`config.mk`:
```
export PLATFORM = sky130hd
export DESIGN_NAME = input_capture_compare_timer
export DESIGN_NICKNAME = d
export VERILOG_FILES = /design/src/common/icct_pkg.sv /design/src/rtl/capture_channel.sv /design/src/rtl/input_capture_compare_timer.sv
export VERILOG_INCLUDE_DIRS = /design/src /design/src/common
export SDC_FILE = /design/constraint.sdc
export NUM_CORES = 1
export LEC_CHECK = 0
export ABC_AREA = 1
export BUFFER_PORTS_ARGS = -buffer_cell sky130_fd_sc_hd__buf_2
export CAP_MARGIN = 40
export CORE_ASPECT_RATIO = 1.5
export CORE_UTILIZATION = 42
export DETAILED_ROUTE_END_ITERATION = 12
export GPL_ROUTABILITY_DRIVEN = 0
export MAX_ROUTING_LAYER = met4
export REMOVE_ABC_BUFFERS = 1
export SYNTH_ARGS = -nofsm -noshare
export SYNTH_HDL_FRONTEND = slang
export SYNTH_SLANG_ARGS = --single-unit
```
`constraint.sdc`:
```
create_clock -name mclk -period 17.45 [get_ports mclk]
set_input_delay 2.6175 -clock mclk [delete_from_list [all_inputs] [get_ports mclk]]
set_output_delay 2.6175 -clock mclk [all_outputs]
set_load 0.02 [all_outputs]
```
`src/common/icct_defines.svh`:
```
// register offsets, field positions and reset values of the capture/compare timer
`ifndef ICCT_DEFINES_SVH
`define ICCT_DEFINES_SVH

`define OFS_CTRL        8'h00
`define OFS_CAP_CTL0    8'h04
`define OFS_CAP_CTL1    8'h08
`define OFS_FRC         8'h0C
`define OFS_CAP0        8'h10
`define OFS_CAP5        8'h24
`define OFS_CMP0        8'h28
`define OFS_CMP1        8'h2C
`define OFS_MUX         8'h30

`define BIT_TURN_ON     0
`define BIT_TCS_LO      4
`define BIT_CMP_EN0     8
`define BIT_SET0        17
`define BIT_CLR0        25

`define CAP_FIELD_W     8
`define MUX_FIELD_W     4
`define FILT_TICKS      2'h3
`define DIV_W           7
`define RST_EDGE        2'h3
`define RST_MUX         24'h543210

`endif

```
`src/common/icct_pkg.sv`:
```
// types shared by the capture/compare timer modules
package icct_pkg;

    typedef enum logic [1:0] {
        EDGE_FALL = 2'h0,
        EDGE_RISE = 2'h1,
        EDGE_BOTH = 2'h2,
        EDGE_OFF  = 2'h3
    } edge_type;

    typedef struct packed {
        logic     bypass;
        edge_type edge_mode;
    } cap_cfg_type;

    typedef struct packed {
        logic [1:0] cmp;
        logic [5:0] cap;
        logic       ovf;
    } event_type;

endpackage

```
`src/rtl/capture_channel.sv`:
```
// one capture channel: noise filter, edge detector and capture register
`timescale 1ns/1ps
`default_nettype none
`include "icct_defines.svh"

module capture_channel
    import icct_pkg::*;
(
    input  wire logic        mclk,
    input  wire logic        rst,
    input  wire logic        clk_en,
    input  wire logic        active,
    input  wire logic        pin_sync,
    input  wire logic        filt_tick,
    input  wire cap_cfg_type cfg,
    input  wire logic [31:0] frc,
    output logic      [31:0] cap_r,
    output logic             fire_r
);
    logic [1:0] filt_cnt_r;
    logic       filt_r;
    logic       level;
    logic       level_prev_r;
    logic       fire;

    // filtered level moves only after three agreeing filter ticks
    always_ff @(posedge mclk or posedge rst) begin
        if (rst) begin
            filt_cnt_r <= 2'h0;
            filt_r     <= 1'b0;
        end else if (clk_en && filt_tick) begin
            if (pin_sync == filt_r) begin
                filt_cnt_r <= 2'h0;
            end else if (filt_cnt_r == `FILT_TICKS - 2'h1) begin
                filt_r     <= pin_sync;
                filt_cnt_r <= 2'h0;
            end else begin
                filt_cnt_r <= filt_cnt_r + 2'h1;
            end
        end
    end

    assign level = cfg.bypass ? pin_sync : filt_r;

    // edge selection
    always_comb begin
        fire = 1'b0;
        unique case (cfg.edge_mode)
            EDGE_FALL: fire = level_prev_r & ~level;
            EDGE_RISE: fire = ~level_prev_r & level;
            EDGE_BOTH: fire = level_prev_r ^ level;
            EDGE_OFF:  fire = 1'b0;
        endcase
        fire = fire & active;
    end

    // capture register and its event, overwritten at every edge
    always_ff @(posedge mclk or posedge rst) begin
        if (rst) begin
            level_prev_r <= 1'b0;
            cap_r        <= 32'h0000_0000;
            fire_r       <= 1'b0;
        end else if (clk_en) begin
            level_prev_r <= level;
            fire_r       <= fire;
            if (fire) begin
                cap_r <= frc;
            end
        end
    end
endmodule // capture_channel
`default_nettype wire

```
`src/rtl/input_capture_compare_timer.sv`:
```
// free-running counter with six capture and two compare channels
//
// The plain strobed port and the address map were chosen for this implementation.
`timescale 1ns/1ps
`default_nettype none
`include "icct_defines.svh"

module input_capture_compare_timer
    import icct_pkg::*;
(
    input  wire logic       mclk,
    input  wire logic       rst,
    input  wire logic       clk_en,
    input  wire logic [7:0] addr,
    input  wire logic [31:0] wdata,
    input  wire logic       wr,
    input  wire logic       rd,
    output logic      [31:0] rdata_r,
    input  wire logic [5:0] capture_input_pin,
    input  wire logic       noise_filter_clock,
    input  wire logic       sleep_en,
    input  wire logic       low_power_req,
    output logic            low_power_ack_r,
    output logic            compare_output_pin_0,
    output logic            compare_output_pin_1,
    output event_type       events_r
);
    logic        turn_on_r;
    logic [2:0]  tcs_r;
    logic [1:0]  cmp_en_r;
    cap_cfg_type cap_cfg_r [6];
    logic [2:0]  mux_r [6];
    logic [31:0] frc_r;
    logic [31:0] cmp_r [2];
    logic [1:0]  tog_r;
    logic [`DIV_W-1:0] div_r;
    logic [`DIV_W-1:0] div_mask;
    logic [5:0]  pin_s1_r;
    logic [5:0]  pin_s2_r;
    logic        noise_filter_clock_s1_r;
    logic        noise_filter_clock_s2_r;
    logic        noise_filter_clock_s3_r;
    logic        filt_tick;
    logic        active;
    logic        tick;
    logic        wr_ctrl;
    logic        wr_frc;
    logic [1:0]  cmp_hit;
    logic [31:0] cap_val [6];
    logic [5:0]  cap_fire;
    logic [31:0] rdata_nxt;

    // write decode
    assign wr_ctrl = clk_en && wr && addr == `OFS_CTRL;
    assign wr_frc  = clk_en && wr && addr == `OFS_FRC;

    // block runs only when turned on and not asleep
    assign active = turn_on_r && !sleep_en;

    // pins and filter clock pass two flops first
    always_ff @(posedge mclk or posedge rst) begin
        if (rst) begin
            pin_s1_r  <= 6'h00;
            pin_s2_r  <= 6'h00;
            noise_filter_clock_s1_r <= 1'b0;
            noise_filter_clock_s2_r <= 1'b0;
            noise_filter_clock_s3_r <= 1'b0;
        end else if (clk_en) begin
            pin_s1_r  <= capture_input_pin;
            pin_s2_r  <= pin_s1_r;
            noise_filter_clock_s1_r <= noise_filter_clock;
            noise_filter_clock_s2_r <= noise_filter_clock_s1_r;
            noise_filter_clock_s3_r <= noise_filter_clock_s2_r;
        end
    end

    assign filt_tick = noise_filter_clock_s2_r & ~noise_filter_clock_s3_r;

    // clock divider: tick every 2**code cycles
    assign div_mask = `DIV_W'((8'h01 << tcs_r) - 8'h01);
    assign tick     = clk_en && active && ((div_r & div_mask) == div_mask);

    always_ff @(posedge mclk or posedge rst) begin
        if (rst) begin
            div_r <= '0;
        end else if (clk_en && active) begin
            div_r <= div_r + `DIV_W'(1);
        end
    end

    // control register fields
    always_ff @(posedge mclk or posedge rst) begin
        if (rst) begin
            turn_on_r <= 1'b0;
            tcs_r     <= 3'h0;
            cmp_en_r  <= 2'h0;
        end else if (wr_ctrl) begin
            turn_on_r <= wdata[`BIT_TURN_ON];
            tcs_r     <= wdata[`BIT_TCS_LO +: 3];
            cmp_en_r  <= wdata[`BIT_CMP_EN0 +: 2];
        end
    end

    // capture configuration and routing selector
    always_ff @(posedge mclk or posedge rst) begin
        if (rst) begin
            for (int i = 0; i < 6; i++) begin
                cap_cfg_r[i] <= '{bypass: 1'b0, edge_mode: edge_type'(`RST_EDGE)};
                mux_r[i]     <= 3'(`RST_MUX >> (i * `MUX_FIELD_W));
            end
        end else if (clk_en && wr) begin
            for (int i = 0; i < 6; i++) begin
                if (addr == ((i < 4) ? `OFS_CAP_CTL0 : `OFS_CAP_CTL1)) begin
                    cap_cfg_r[i] <= wdata[(i % 4) * `CAP_FIELD_W +: 3];
                end
                if (addr == `OFS_MUX) begin
                    mux_r[i] <= wdata[i * `MUX_FIELD_W +: 3];
                end
            end
        end
    end

    // compare registers
    always_ff @(posedge mclk or posedge rst) begin
        if (rst) begin
            cmp_r[0] <= 32'h0000_0000;
            cmp_r[1] <= 32'h0000_0000;
        end else if (clk_en && wr) begin
            if (addr == `OFS_CMP0) cmp_r[0] <= wdata;
            if (addr == `OFS_CMP1) cmp_r[1] <= wdata;
        end
    end

    // free-running counter, held while inactive
    always_ff @(posedge mclk or posedge rst) begin
        if (rst) begin
            frc_r <= 32'h0000_0000;
        end else if (wr_frc) begin
            frc_r <= wdata;
        end else if (tick) begin
            frc_r <= frc_r + 32'h0000_0001;
        end
    end

    // match is taken on the step that makes counter equal compare
    always_comb begin
        for (int i = 0; i < 2; i++) begin
            cmp_hit[i] = tick && !wr_frc && cmp_en_r[i]
                         && (frc_r + 32'h0000_0001 == cmp_r[i]);
        end
    end

    // toggle flops: host set/clear first, else toggle on match
    always_ff @(posedge mclk or posedge rst) begin
        if (rst) begin
            tog_r <= 2'h0;
        end else if (clk_en) begin
            for (int i = 0; i < 2; i++) begin
                if (wr_ctrl && wdata[`BIT_SET0 - i]) begin
                    tog_r[i] <= 1'b1;
                end else if (wr_ctrl && wdata[`BIT_CLR0 - i]) begin
                    tog_r[i] <= 1'b0;
                end else if (cmp_hit[i]) begin
                    tog_r[i] <= ~tog_r[i];
                end
            end
        end
    end

    assign compare_output_pin_0 = tog_r[0];
    assign compare_output_pin_1 = tog_r[1];

    // six capture channels, each fed from its routed pin
    for (genvar g = 0; g < 6; g++) begin : g_cap
        capture_channel u_chan (
            .mclk      (mclk),
            .rst       (rst),
            .clk_en    (clk_en),
            .active    (active),
            .pin_sync  (pin_s2_r[mux_r[g]]),
            .filt_tick (filt_tick),
            .cfg       (cap_cfg_r[g]),
            .frc       (frc_r),
            .cap_r     (cap_val[g]),
            .fire_r    (cap_fire[g])
        );
    end

    // event pulses to the aggregator
    always_ff @(posedge mclk or posedge rst) begin
        if (rst) begin
            events_r <= '0;
        end else if (clk_en) begin
            events_r.ovf <= tick && !wr_frc && frc_r == 32'hFFFF_FFFF;
            events_r.cap <= cap_fire;
            events_r.cmp <= cmp_hit;
        end
    end

    // low power handshake
    always_ff @(posedge mclk or posedge rst) begin
        if (rst) begin
            low_power_ack_r <= 1'b0;
        end else if (clk_en) begin
            low_power_ack_r <= low_power_req && !active;
        end
    end

    // read mux, unmapped addresses read zero
    always_comb begin
        rdata_nxt = 32'h0000_0000;
        unique case (addr)
            `OFS_CTRL: begin
                rdata_nxt[`BIT_TURN_ON]       = turn_on_r;
                rdata_nxt[`BIT_TCS_LO +: 3]   = tcs_r;
                rdata_nxt[`BIT_CMP_EN0 +: 2]  = cmp_en_r;
                rdata_nxt[`BIT_SET0]          = tog_r[0];
                rdata_nxt[`BIT_SET0 - 1]      = tog_r[1];
                rdata_nxt[`BIT_CLR0]          = tog_r[0];
                rdata_nxt[`BIT_CLR0 - 1]      = tog_r[1];
            end
            `OFS_CAP_CTL0: begin
                for (int i = 0; i < 4; i++) begin
                    rdata_nxt[i * `CAP_FIELD_W +: 3] = cap_cfg_r[i];
                end
            end
            `OFS_CAP_CTL1: begin
                rdata_nxt[0 +: 3]            = cap_cfg_r[4];
                rdata_nxt[`CAP_FIELD_W +: 3] = cap_cfg_r[5];
            end
            `OFS_FRC:  rdata_nxt = frc_r;
            `OFS_CMP0: rdata_nxt = cmp_r[0];
            `OFS_CMP1: rdata_nxt = cmp_r[1];
            `OFS_MUX: begin
                for (int i = 0; i < 6; i++) begin
                    rdata_nxt[i * `MUX_FIELD_W +: 3] = mux_r[i];
                end
            end
            default: begin
                for (int i = 0; i < 6; i++) begin
                    if (addr == `OFS_CAP0 + 8'(i * 4)) rdata_nxt = cap_val[i];
                end
            end
        endcase
    end

    // read data stands one cycle after the strobe
    always_ff @(posedge mclk or posedge rst) begin
        if (rst) begin
            rdata_r <= 32'h0000_0000;
        end else if (clk_en) begin
            rdata_r <= rd ? rdata_nxt : 32'h0000_0000;
        end
    end
endmodule // input_capture_compare_timer
`default_nettype wire

```
==> results of run 1 <==
==> cell families after synthesis <==
group	after synthesis	share of synthesized area [%]
compound gates	613	16.9
simple gates	1195	23.9
fa+ha+maj	14	0.833
buf+inv	384	6.98
mux	3	0.161
flops	426	50.8
xor+xnor	10	0.417
==> synth_stat cells (15+ instances only) <==
| cell | n |
|---|---|
| sky130_fd_sc_hd__dfstp_2 | 19 |
| sky130_fd_sc_hd__o2111ai_1 | 15 |
| sky130_fd_sc_hd__nand4_1 | 18 |
| sky130_fd_sc_hd__a21oi_1 | 72 |
| sky130_fd_sc_hd__nand2_1 | 852 |
| sky130_fd_sc_hd__dfrtp_1 | 407 |
| sky130_fd_sc_hd__nand3_1 | 166 |
| sky130_fd_sc_hd__o22ai_1 | 40 |
| sky130_fd_sc_hd__o221ai_1 | 32 |
| sky130_fd_sc_hd__a221oi_1 | 35 |
| sky130_fd_sc_hd__o21ai_0 | 382 |
| sky130_fd_sc_hd__clkbuf_1 | 107 |
| sky130_fd_sc_hd__a22o_1 | 15 |
| sky130_fd_sc_hd__nor2_1 | 108 |
| sky130_fd_sc_hd__inv_1 | 243 |
==> sequential cells by signal, summed over array words and instances (netlist names) <==
register,cells
noise_filter_clock_s2_r,1
div_r,7
noise_filter_clock_s3_r,1
g_cap.u_chan.filt_cnt_r,12
g_cap.u_chan.filt_r,6
tog_r,2
pin_s1_r,6
g_cap.u_chan.cap_r,192
turn_on_r,1
events_r,9
cap_cfg_r,18
mux_r,18
frc_r,32
tcs_r,3
g_cap.u_chan.fire_r,6
g_cap.u_chan.level_prev_r,6
noise_filter_clock_s1_r,1
low_power_ack_r,1
cmp_r,64
pin_s2_r,6
rdata_r,32
cmp_en_r,2
==> power by group through the flow <==
stage | logic [mW] | registers (mW) | clock network, mW
2_1_floorplan | 0.472 | 1.37 | 0
3_3_place_gp | 0.651 | 1.40 | 0
3_5_place_dp | 0.678 | 1.41 | 0
4_1_cts | 0.681 | 1.39 | 1.03
5_1_grt | 0.772 | 1.42 | 1.06
6_report | 0.683 | 1.40 | 1.01
==> placed cells by master, fill, tap and decap left out, types with 6 or more instances in the layout <==
| cell | synthesis | routed |
|---|---|---|
| sky130_fd_sc_hd__o21ai_0 | 382 | 382 |
| sky130_fd_sc_hd__clkinv_1 | 11 | 11 |
| sky130_fd_sc_hd__inv_2 | 7 | 8 |
| sky130_fd_sc_hd__o311ai_1 | 9 | 9 |
| sky130_fd_sc_hd__nand4_1 | 18 | 18 |
| sky130_fd_sc_hd__clkbuf_1 | 107 | 8 |
| sky130_fd_sc_hd__buf_4 | 1 | 35 |
| sky130_fd_sc_hd__o2111ai_1 | 15 | 15 |
| sky130_fd_sc_hd__nand2_1 | 852 | 850 |
| sky130_fd_sc_hd__nor2_2 | 6 | 13 |
| sky130_fd_sc_hd__a22o_1 | 15 | 15 |
| sky130_fd_sc_hd__o22ai_1 | 40 | 40 |
| sky130_fd_sc_hd__clkbuf_16 | 0 | 45 |
| sky130_fd_sc_hd__clkinv_2 | 0 | 8 |
| sky130_fd_sc_hd__a21oi_1 | 72 | 72 |
| sky130_fd_sc_hd__xor2_1 | 8 | 8 |
| sky130_fd_sc_hd__o221ai_1 | 32 | 32 |
| sky130_fd_sc_hd__clkbuf_8 | 0 | 7 |
| sky130_fd_sc_hd__dfrtp_1 | 407 | 407 |
| sky130_fd_sc_hd__nor2_1 | 108 | 101 |
| sky130_fd_sc_hd__nand3_2 | 10 | 10 |
| sky130_fd_sc_hd__nand2_2 | 10 | 12 |
| sky130_fd_sc_hd__inv_1 | 243 | 241 |
| sky130_fd_sc_hd__a221oi_1 | 35 | 35 |
| sky130_fd_sc_hd__nand3_1 | 166 | 166 |
| sky130_fd_sc_hd__buf_2 | 11 | 97 |
| sky130_fd_sc_hd__ha_1 | 14 | 14 |
| sky130_fd_sc_hd__o311ai_2 | 0 | 6 |
| sky130_fd_sc_hd__bufinv_16 | 0 | 7 |
| sky130_fd_sc_hd__dfstp_2 | 19 | 19 |
| sky130_fd_sc_hd__nand3b_1 | 7 | 7 |
==> layer usage <==
layer,vias to the layer above,global-route usage (%),share of wire (%)
li1,8876,-,-
met1,9246,34.9,39
met2,785,50.0,50
met3,192,2.93,5.7
met4,0,15.6,5.6
met5,-,-,0
==> final timing paths <==
kind | from | end | slack (ns) | cells past startpoint
setup / recovery | addr[1] | rdata_r[18] | 12.50 | 14
hold / removal | pin_s1_r[5] | pin_s1_r[5] | 0.47 | 2
setup reg to reg | mux_r[6] | g_cap[3].u_chan.cap_r[20] | 14.27 | 15
hold reg to reg | pin_s1_r[5] | pin_s1_r[5] | 0.47 | 2
max in group asynchronous | rst | mux_r[6] | 13.13 | 5
min in group asynchronous | rst | g_cap[0].u_chan.fire_r | 2.20 | 2
==> cell type report <==
cell class | instances | area, sq um | share of cell area [%]
Tap cell | 663 | 830 | 3.48
Inverter | 261 | 987 | 4.14
Clock buffer | 60 | 1250 | 5.25
Multi-Input combinational cell | 1835 | 8940 | 37.5
Timing Repair Buffer | 138 | 893 | 3.74
Clock inverter | 18 | 273 | 1.14
Sequential cell | 426 | 10700 | 44.8
==> worst max-delay path: stages <==
cell and delay, ns:
sky130_fd_sc_hd__buf_2 0.08, sky130_fd_sc_hd__nor2_2 0.05, sky130_fd_sc_hd__nand3_1 0.12, sky130_fd_sc_hd__inv_1 0.06, sky130_fd_sc_hd__nand2_1 0.05, sky130_fd_sc_hd__buf_4 0.40, sky130_fd_sc_hd__inv_1 0.31, sky130_fd_sc_hd__nor2_1 0.19
sky130_fd_sc_hd__nand3_2 0.42, sky130_fd_sc_hd__buf_4 0.47, sky130_fd_sc_hd__a21oi_1 0.25, sky130_fd_sc_hd__nand3_1 0.11, sky130_fd_sc_hd__nand3_1 0.11, sky130_fd_sc_hd__nand2_1 0.06
==> metrics.md, run 1 <==
| Metric | Value |
|---|---|
| Maximum Capacitance Violations | `0` |
| Arrival time worst endpoint | `approximately 5.4 ns` |
| Fraction of the cycle the final worst path needs | `28.4%` |
| Cell area after placement | `22,300 sq um` |
| Vias in the first global route | `18.4k` |
| Static Leakage | `11.2 nW` |
| Cts bufs inserted | `43` |
| FILL cells | `between 4k and 5k` |
| Setup repair after global routing missed its margin | `false` |
| Drt pass-1 iters | `7` |
| Data required time at the worst endpoint | `17.90 ns` |
| H-tree levels | `2` |
| PostCTS Resize Cnt | `0` |
| Sum of internal, switching and leakage power | `3.09 mW` |
| Prevailing post-synth register cell | `sky130_fd_sc_hd__dfrtp_1` |
| Net switching power | `1.05 mW` |
| Crit path max fanout | `38` |
| Post-CTS Hold Buffers | `0` |
| Leading post-synthesis cells by cell area | `sky130_fd_sc_hd__dfrtp_1, sky130_fd_sc_hd__nand2_1, sky130_fd_sc_hd__o21ai_0, sky130_fd_sc_hd__inv_1, sky130_fd_sc_hd__nand3_1` |
| Ant. Diodes | `0` |
| Outcome | `completed` |
| Fraction of final layout cells with drive strength greater than 1 | `10.8%` |
| Per-instance average area after synthesis | `a little under 8 sq um` |
| Estimated wirelength of the detail-placed design | `49,900 um` |
| Worst Hold Slack | `0.469 ns` |
| Chip Width | `185 um` |
| Area Overhead vs Synth | `13.5%` |
| Area of the placeable core | `49,500 sq um` |
| Final hold violation count | `0` |
| Yosys warns | `0` |
| Antenna violations before repair | `0` |
| Setup TNS | `0 ns` |
| Power density over cell area | `130 nW/um^2` |
| Post-synthesis sequential area ratio | `50.8%` |
| Pre-CTS WS | `11.97 ns` |
| Clock period minus worst slack | `a little under 5 ns` |
| Proportion of power drawn by the clock network | `32.8%` |
| Sequential cell fraction of total power | `a little under half` |
| Proportion of register bits with asynchronous set or reset after synthesis | `100%` |
| Worst Max-Slew Pin Slew | `~1 ns` |
| Classification of the worst-slack hold path | `reg -> reg` |
| Routed Wire Length | `just over 70,000 um` |
| Final ANT Viol Nets | `0` |
| Largest net degree at the start of global routing | `169` |
| Nature of the critical path startpoint | `input pin` |
| Global-route wire length before repair | `110,000 um` |
| Combinational Power Share | `22.1%` |
| Starting DRC count in detailed routing | `1,799` |
| Layout Utilization | `about half` |
| Path type of the worst setup path | `in -> reg` |
| Clock tree buffer depth | `3` |
| Worst Clk Skew | `between 0.02 and 0.025 ns` |
| Overall routing resource usage | `29.6%` |
| Final cell area excluding filler cells | `23,900 sq um` |
| Fraction of synthesized cell area taken by the top area cell type | `48.5%` |
| Wire per inst | `21.2 um` |
| Cell Count Post-Placement | `3,323` |
| Achievable frequency | `202 MHz` |
| Worst IR Drop VDD | `92.9 uV` |
| Cell taking the most area after synthesis | `sky130_fd_sc_hd__dfrtp_1` |
| Clock latency on the worst-skew pair | `0.57 ns` |
| Remaining max-slew budget at the tightest pin | `roughly 33%` |
| Area of the die | `51,000 sq um` |
| Total number of vias | `19.1k` |
| Remaining global-route overflow | `0` |
| Clock tree from TritonCTS | `built` |
| Buffer count from post-CTS setup fixing | `0` |
| Mapped Area | `21,000 sq um` |
| Count of unique library cells instantiated by Yosys | `41` |
| Final setup violation count | `0` |
| Initial Utilization | `between 40 and 50%` |
| IO buf count | `97` |
| Post-route worst setup slack | `12.50 ns` |
| Non-filler instance count after layout | `~3.4k` |
| Critical path capture point type | `flop` |
| Internal power summed over all cells | `2.04 mW` |
| Die H | `276 um` |
| Ports placed on the boundary | `98` |
| Via count normalized by instance count | `5.62` |
| Switching part of the total | `34.1%` |
| Final Slew Violations | `0` |
| Number of cell rows | `100` |
| Drt drc | `0` |
| Synth Register Bits | `426` |
| Clock Pin Slew Worst Setup and Hold Paths | `roughly 0.060 ns` |
| Count of clock tree sinks | `426` |
| Post-Synthesis Cells | `2,645` |
| Number of enable-type register cells in the synthesized netlist | `0` |
| Final Net Count | `2,773` |
| Cell at the root of the clock tree | `sky130_fd_sc_hd__clkbuf_16` |
No activity file was read; power rests on OpenSTA's default activity.
==> inputs of run 2 (changes only) <==
==> constraint.sdc (replaced) <==
create_clock -name mclk -period 4.3 [get_ports mclk]
set_input_delay 0.645 -clock mclk [delete_from_list [all_inputs] [get_ports mclk]]
set_output_delay 0.645 -clock mclk [all_outputs]
set_load 0.02 [all_outputs]
==> metrics.md, run 2 (same netlist as run 1, synthesis figures left out) <==
| Metric | Value |
|---|---|
| Outcome | `completed` |
| Final cell area excluding filler cells | `23,800 sq um (-0.26%)` |
| Antenna violations before repair | `2 (+2)` |
| Worst flop-to-flop path endpoint | `g_cap[3].u_chan.cap_r[5]` |
| Worst Max-Slew Pin Slew | `0.816 ns (-0.184 ns)` |
| Family with the most delay on the worst path | `buffers and inverters` |
| Area Overhead vs Synth | `13.2%` |
| Die H | `276 um (unchanged)` |
| Classification of the worst-slack hold path | `in -> async` |
| Routed Wire Length | `71,700 um (-0.66%)` |
| Non-filler instance count after layout | `3,408 (+0.21%)` |
| Final Slew Violations | `0 (unchanged)` |
| Sum of internal, switching and leakage power | `12.3 mW (+300%)` |
| Clock Pin Slew Worst Setup and Hold Paths | `0.06 ns (about the same)` |
| Drt drc | `0 (unchanged)` |
| FILL cells | `4,917 (+0.57%)` |
| Buffers & Inverters on Critical Path | `4 (-1)` |
| Number of cell rows | `100 (unchanged)` |
| Layout Utilization | `48.0% (-0.13 points)` |
| Net switching power | `4.24 mW (+300%)` |
| Final setup violation count | `0 (unchanged)` |
| Area of the die | `51,000 sq um (unchanged)` |
| Clock latency on the worst-skew pair | `0.56 ns (about the same)` |
| Power density over cell area | `516 nW/um^2 (+300%)` |
| Worst Clk Skew | `0.0163 ns (-0.00428 ns)` |
| Ports placed on the boundary | `98 (unchanged)` |
| Setup repair after global routing missed its margin | `false` |
| Vias in the first global route | `18.6k (+0.85%)` |
| Critical path capture point type | `flop` |
| Crit path max fanout | `65 (+71%)` |
| Clock tree buffer depth | `3 (unchanged)` |
| Drt pass-1 iters | `6 (-1)` |
| Max reg flops | `192 (unchanged)` |
| Biggest regs | `g_cap.u_chan.cap_r (192), cmp_r (64)` |
| Wire per inst | `21.0 um (-0.86%)` |
| Top library cells by usage in the layout, fill and taps aside | `sky130_fd_sc_hd__nand2_1, sky130_fd_sc_hd__dfrtp_1, sky130_fd_sc_hd__o21ai_0` |
| Largest net degree at the start of global routing | `93 (-45%)` |
| Post-CTS Hold Buffers | `0 (unchanged)` |
| Setup TNS | `0 ns (unchanged)` |
| Post-route worst setup slack | `1.14 ns (-11.36 ns)` |
| Sequential cell fraction of total power | `46.0% (+0.9 points)` |
| Starting DRC count in detailed routing | `1,783 (-0.89%)` |
| Buffer count from post-CTS setup fixing | `0 (unchanged)` |
| PostCTS Resize Cnt | `0 (unchanged)` |
| Worst Hold Slack | `0.0484 ns (-0.421 ns)` |
| Cell type of the slowest stage on the worst timing path | `sky130_fd_sc_hd__buf_4` |
| Proportion of power drawn by the clock network | `31.2% (-1.6 points)` |
| End of the critical path | `g_cap[3].u_chan.cap_r[5]` |
| Worst-case register-to-register setup slack | `1.14 ns (-13.13 ns)` |
| Estimated wirelength of the detail-placed design | `50,700 um (+1.7%)` |
| Static Leakage | `11.2 nW (-0.24%)` |
| Worst reg2reg path depth | `15 (unchanged)` |
| Nature of the critical path startpoint | `flop` |
| Register with the most flip-flops | `g_cap.u_chan.cap_r` |
| Peak per-stage delay on the critical path | `0.61 ns (+0.14 ns)` |
| Overall routing resource usage | `29.7% (+0.070 points)` |
| Worst path most repeated cell | `sky130_fd_sc_hd__o21ai_0` |
| CP cell instances | `inv_1, o21ai_0, nand2_1, nand2_1, nand2_1, inv_1, nand2_1, o21ai_0, inv_1, ha_1, o21ai_0, o21ai_0, o311ai_2, buf_4, o21ai_0` |
| Global-route wire length before repair | `110,000 um (+0.48%)` |
| Cell depth of the worst setup path | `15 (+1)` |
| Area of the placeable core | `49,500 sq um (unchanged)` |
| Data required time at the worst endpoint | `4.69 ns (-13.21 ns)` |
| Via count normalized by instance count | `5.59 (-0.41%)` |
| Cell Count Post-Placement | `3,329 (+0.18%)` |
| Clock tree from TritonCTS | `built` |
| Internal power summed over all cells | `8.04 mW (+290%)` |
| Critical path startpoint | `mux_r[6]` |
| Cell area after placement | `22,400 sq um (+0.21%)` |
| Cell at the root of the clock tree | `sky130_fd_sc_hd__clkbuf_16` |
| Path type of the worst setup path | `reg -> reg` |
| IO buf count | `97 (unchanged)` |
| Most frequent standard cell in the layout excluding fill and tap cells | `sky130_fd_sc_hd__nand2_1` |
| Pre-CTS WS | `1.03 ns (-10.95 ns)` |
| Chip Width | `185 um (unchanged)` |
| Switching part of the total | `34.5% (+0.44 points)` |
| Clock period minus worst slack | `3.16 ns` |
| Fraction of the cycle the final worst path needs | `73.4%` |
| Startpoint of the lowest-slack register-to-register path | `mux_r[6]` |
| Remaining global-route overflow | `0 (unchanged)` |
| Remaining max-slew budget at the tightest pin | `45.6% (+12 points)` |
| Maximum Capacitance Violations | `0 (unchanged)` |
| Final Net Count | `2,779 (+0.22%)` |
| Final ANT Viol Nets | `0 (unchanged)` |
| Worst IR Drop VDD | `287 uV (+210%)` |
| Cts bufs inserted | `43 (unchanged)` |
| Arrival time worst endpoint | `3.54 ns (-1.86 ns)` |
| Count of clock tree sinks | `426 (unchanged)` |
| Initial Utilization | `42.4% (unchanged)` |
| Total number of vias | `19.1k (-0.20%)` |
| Achievable frequency | `317 MHz` |
| Combinational Power Share | `22.9% (+0.8 points)` |
| Fraction of final layout cells with drive strength greater than 1 | `10.8% (-0.020 points)` |
| H-tree levels | `2 (unchanged)` |
| Final hold violation count | `0 (unchanged)` |
## run 2: power groups by stage
| stage | Sequential (mW) | Combinational [mW] | Clock [mW] |
|---|---|---|---|
| 2_1_floorplan | 5.54 | 1.92 | 0 |
| 3_3_place_gp | 5.66 | 2.69 | 0 |
| 3_5_place_dp | 5.69 | 2.78 | 0 |
| 4_1_cts | 5.63 | 2.80 | 3.87 |
| 5_1_grt | 5.76 | 3.19 | 4.04 |
| 6_report | 5.64 | 2.81 | 3.83 |
## run 2: layer usage
metal,GRT usage [%],vias up,part of all wire (%)
met1,35.2,9188,39
met2,48.9,742,48
met5,-,-,0
met3,3.29,228,5.9
li1,-,8902,-
met4,17.0,0,6.5
## run 2: layout make-up
type	instances	area, sq um	area share, %
inverters	261	987	4.15
clock buffers	67	1280	5.36
clock inverters	10	134	0.563
flip-flops and latches	426	10700	44.9
diodes	2	5.00	0.0210
well taps	663	830	3.49
multi-input cells	1835	8940	37.6
repair buffers	144	941	3.95
## run 2: worst min-delay path by stage
stage                      from  slack [ns]  depth (start not counted)          end
detailed placement  pin_s1_r[1]        0.46                          2  pin_s1_r[1]
global route                rst        0.06                          2  rdata_r[23]
global placement       div_r[6]        0.45                          1     div_r[6]
floorplan              div_r[6]        0.44                          1     div_r[6]
CTS                         rst        0.04                          2  rdata_r[23]
finish                      rst        0.05                          2  rdata_r[23]
==> inputs of run 3 (changes only) <==
==> constraint.sdc (replaced) <==
create_clock -name mclk -period 2.9 [get_ports mclk]
set_input_delay 0.435 -clock mclk [delete_from_list [all_inputs] [get_ports mclk]]
set_output_delay 0.435 -clock mclk [all_outputs]
set_load 0.02 [all_outputs]
==> metrics.md, run 3 (same netlist as run 1, synthesis figures left out) <==
| Metric | Value |
|---|---|
| Overall routing resource usage | `29.3% (-0.37 points)` |
| Starting DRC count in detailed routing | `1,759 (-1.3%)` |
| Worst Clk Skew | `0.0320 ns (+0.0157 ns)` |
| Worst Hold Slack | `0.0560 ns (+0.00759 ns)` |
| Ports placed on the boundary | `98 (unchanged)` |
| Register cell area after layout | `10,700 sq um (about the same)` |
| Worst Max-Slew Pin Slew | `0.752 ns (-0.0643 ns)` |
| Cell at the root of the clock tree | `sky130_fd_sc_hd__clkbuf_16` |
| Fraction of the cycle the final worst path needs | `93.5% (+20 points)` |
| Die H | `276 um (unchanged)` |
| Chip Width | `185 um (unchanged)` |
| Clock latency on the worst-skew pair | `0.58 ns (+0.02 ns)` |
| Clock Pin Slew Worst Setup and Hold Paths | `0.06 ns (about the same)` |
| Top library cells by usage in the layout, fill and taps aside | `sky130_fd_sc_hd__nand2_1, sky130_fd_sc_hd__dfrtp_1, sky130_fd_sc_hd__o21ai_0` |
| Clock period minus worst slack | `2.71 ns (-0.443 ns)` |
| CP cell instances | `inv_1, a21oi_1, o21ai_0, nand2_1, nand2_1, nand2_1, inv_1, nand2_1, o21ai_0, ha_1, o21ai_0, o311ai_2, buf_12, o21ai_0` |
| Classification of the worst-slack hold path | `in -> reg` |
| Switching part of the total | `34.9% (+0.38 points)` |
| Register with the most flip-flops | `g_cap.u_chan.cap_r` |
| Internal power summed over all cells | `11.9 mW (+48%)` |
| Proportion of power drawn by the clock network | `30.4% (-0.8 points)` |
| Power density over cell area | `753 nW/um^2 (+46%)` |
| Nature of the critical path startpoint | `flop` |
| Wire per inst | `21.0 um (-0.13%)` |
| Violated checks | `DRC` |
| Data required time at the worst endpoint | `3.37 ns (-1.32 ns)` |
| Estimated wirelength of the detail-placed design | `50,500 um (-0.53%)` |
| Most frequent standard cell in the layout excluding fill and tap cells | `sky130_fd_sc_hd__nand2_1` |
| Biggest regs | `g_cap.u_chan.cap_r (192), cmp_r (64)` |
| IO buf count | `97 (unchanged)` |
| Cts bufs inserted | `43 (unchanged)` |
| Combinational Power Share | `23.6% (+0.7 points)` |
| Final Net Count | `2,809 (+1.1%)` |
| Worst IR Drop VDD | `410 uV (+43%)` |
| Area occupied by multi-input gates | `8960 sq um (+0.28%)` |
| Outcome | `finished, violations left` |
| Arrival time worst endpoint | `3.19 ns (-0.35 ns)` |
| Family with the most delay on the worst path | `compound AO/OA/AOI/OAI gates` |
| Cell type of the slowest stage on the worst timing path | `sky130_fd_sc_hd__dfstp_2` |
| Drt drc | `2 (+2)` |
| Total number of vias | `19.3k (+1.2%)` |
| Achievable frequency | `369 MHz (+16%)` |
| Static Leakage | `11.4 nW (+1.8%)` |
| Crit path max fanout | `65 (unchanged)` |
| Vias in the first global route | `18.3k (-1.7%)` |
| Area of the placeable core | `49,500 sq um (unchanged)` |
| Fraction of final layout cells with drive strength greater than 1 | `11.8% (+0.93 points)` |
| Global-route wire length before repair | `109,000 um (-0.93%)` |
| Sum of internal, switching and leakage power | `18.2 mW (+49%)` |
| Clock tree buffer depth | `3 (unchanged)` |
| FILL cells | `4,927 (+0.20%)` |
| H-tree levels | `2 (unchanged)` |
| Net switching power | `6.37 mW (+50%)` |
| Antenna violations before repair | `0 (-2)` |
| Clock tree from TritonCTS | `built` |
| Largest net degree at the start of global routing | `71 (-24%)` |
| Initial Utilization | `42.4% (unchanged)` |
| Critical path capture point type | `flop` |
| Path type of the worst setup path | `reg -> reg` |
| Buffers & Inverters on Critical Path | `3 (-1)` |
| Via count normalized by instance count | `5.61 (+0.32%)` |
| Number of cell rows | `100 (unchanged)` |
| Final hold violation count | `0 (unchanged)` |
| Area Overhead vs Synth | `15.3%` |
| Final setup violation count | `0 (unchanged)` |
| Drt pass-1 iters | `10 (+4)` |
| Final Slew Violations | `0 (unchanged)` |
| Area of the die | `51,000 sq um (unchanged)` |
| Sequential cell fraction of total power | `46.0% (about the same)` |
| Routed Wire Length | `72,200 um (+0.72%)` |
| Remaining global-route overflow | `0 (unchanged)` |
| Remaining max-slew budget at the tightest pin | `49.7% (+4.2 points)` |
| Peak per-stage delay on the critical path | `0.55 ns (-0.06 ns)` |
| Maximum Capacitance Violations | `0 (unchanged)` |
| Layout Utilization | `48.9% (+0.90 points)` |
| Count of clock tree sinks | `426 (unchanged)` |
| Max reg flops | `192 (unchanged)` |
| Final ANT Viol Nets | `0 (unchanged)` |
## run 3: cell count changes in the layout (fill, tap and decap cells not counted), moves of 3 or more
cell                        change
sky130_fd_sc_hd__o21ai_1        +7
sky130_fd_sc_hd__buf_12        +18
sky130_fd_sc_hd__buf_4          +8
sky130_fd_sc_hd__clkbuf_16      +3
sky130_fd_sc_hd__o21ai_0        -7
sky130_fd_sc_hd__clkbuf_1       +4
## run 3: power groups by stage
stage | sequential (mW) | clock, mW | combinational, mW
3_5_place_dp | 8.46 | 0 | 4.22
3_3_place_gp | 8.40 | 0 | 4.08
5_1_grt | 8.57 | 5.87 | 4.85
4_1_cts | 8.36 | 5.63 | 4.25
6_report | 8.39 | 5.55 | 4.30
2_1_floorplan | 8.22 | 0 | 2.84
## run 3: what timing repair did
item | in CTS | in global routing
hold buffers | 1 | 0
endpoints found under the hold margin | 61 | 0
setup buffers | 0 | 1
setup endpoints to repair | 0 | 98
resized for setup | 0 | 17
## run 3: cell type report
type | instances | share of cell area, %
sequential | 426 | 44.1
multi-input combinational | 1835 | 37.0
timing repair buffer | 174 | 5.79
clock buffer | 70 | 5.32
inverter | 261 | 4.07
tap | 663 | 3.42
clock inverter | 7 | 0.320
antenna | 1 | 0.0103
## run 3: per-layer routing
| metal | vias to the layer above | track usage (%) | part of all wire [%] |
|---|---|---|---|
| met3 | 203 | 3.38 | 6.0 |
| met5 | - | - | 0 |
| met1 | 9321 | 36.0 | 40 |
| met2 | 800 | 48.0 | 49 |
| li1 | 8959 | - | - |
| met4 | 0 | 14.1 | 5.2 |
## run 3: stage by stage
stage               std cells  setup TNS, ns  setup WS (ns)  instance area, sq um
floorplan                2522       -4644.80          -9.37                 20500
global placement         3355              0          0.119                 22800
detailed placement       3355              0         0.0588                 22800
CTS                      3433              0         0.0583                 24100
global route             3436       -0.00923       -0.00923                 24200
finish                   3437              0          0.187                 24200
## run 3: worst paths after layout
path | startpoint | to | slack (ns) | depth (start not counted)
max in group asynchronous | rst | rdata_r[5] | 1.48 | 4
min in group asynchronous | rst | g_cap[0].u_chan.cap_r[16] | 0.48 | 3
worst min-delay path | noise_filter_clock | noise_filter_clock_s1_r | 0.06 | 3
worst max-delay path | mux_r[0] | g_cap[5].u_chan.cap_r[20] | 0.19 | 14
worst min register to register | div_r[6] | div_r[6] | 0.47 | 1
worst max register to register | mux_r[0] | g_cap[5].u_chan.cap_r[20] | 0.19 | 14
## run 3: worst min-delay path, stage by stage
cell	delay, ns
sky130_fd_sc_hd__buf_2	0.07
sky130_fd_sc_hd__nand2_1	0.04
sky130_fd_sc_hd__nand2_1	0.05
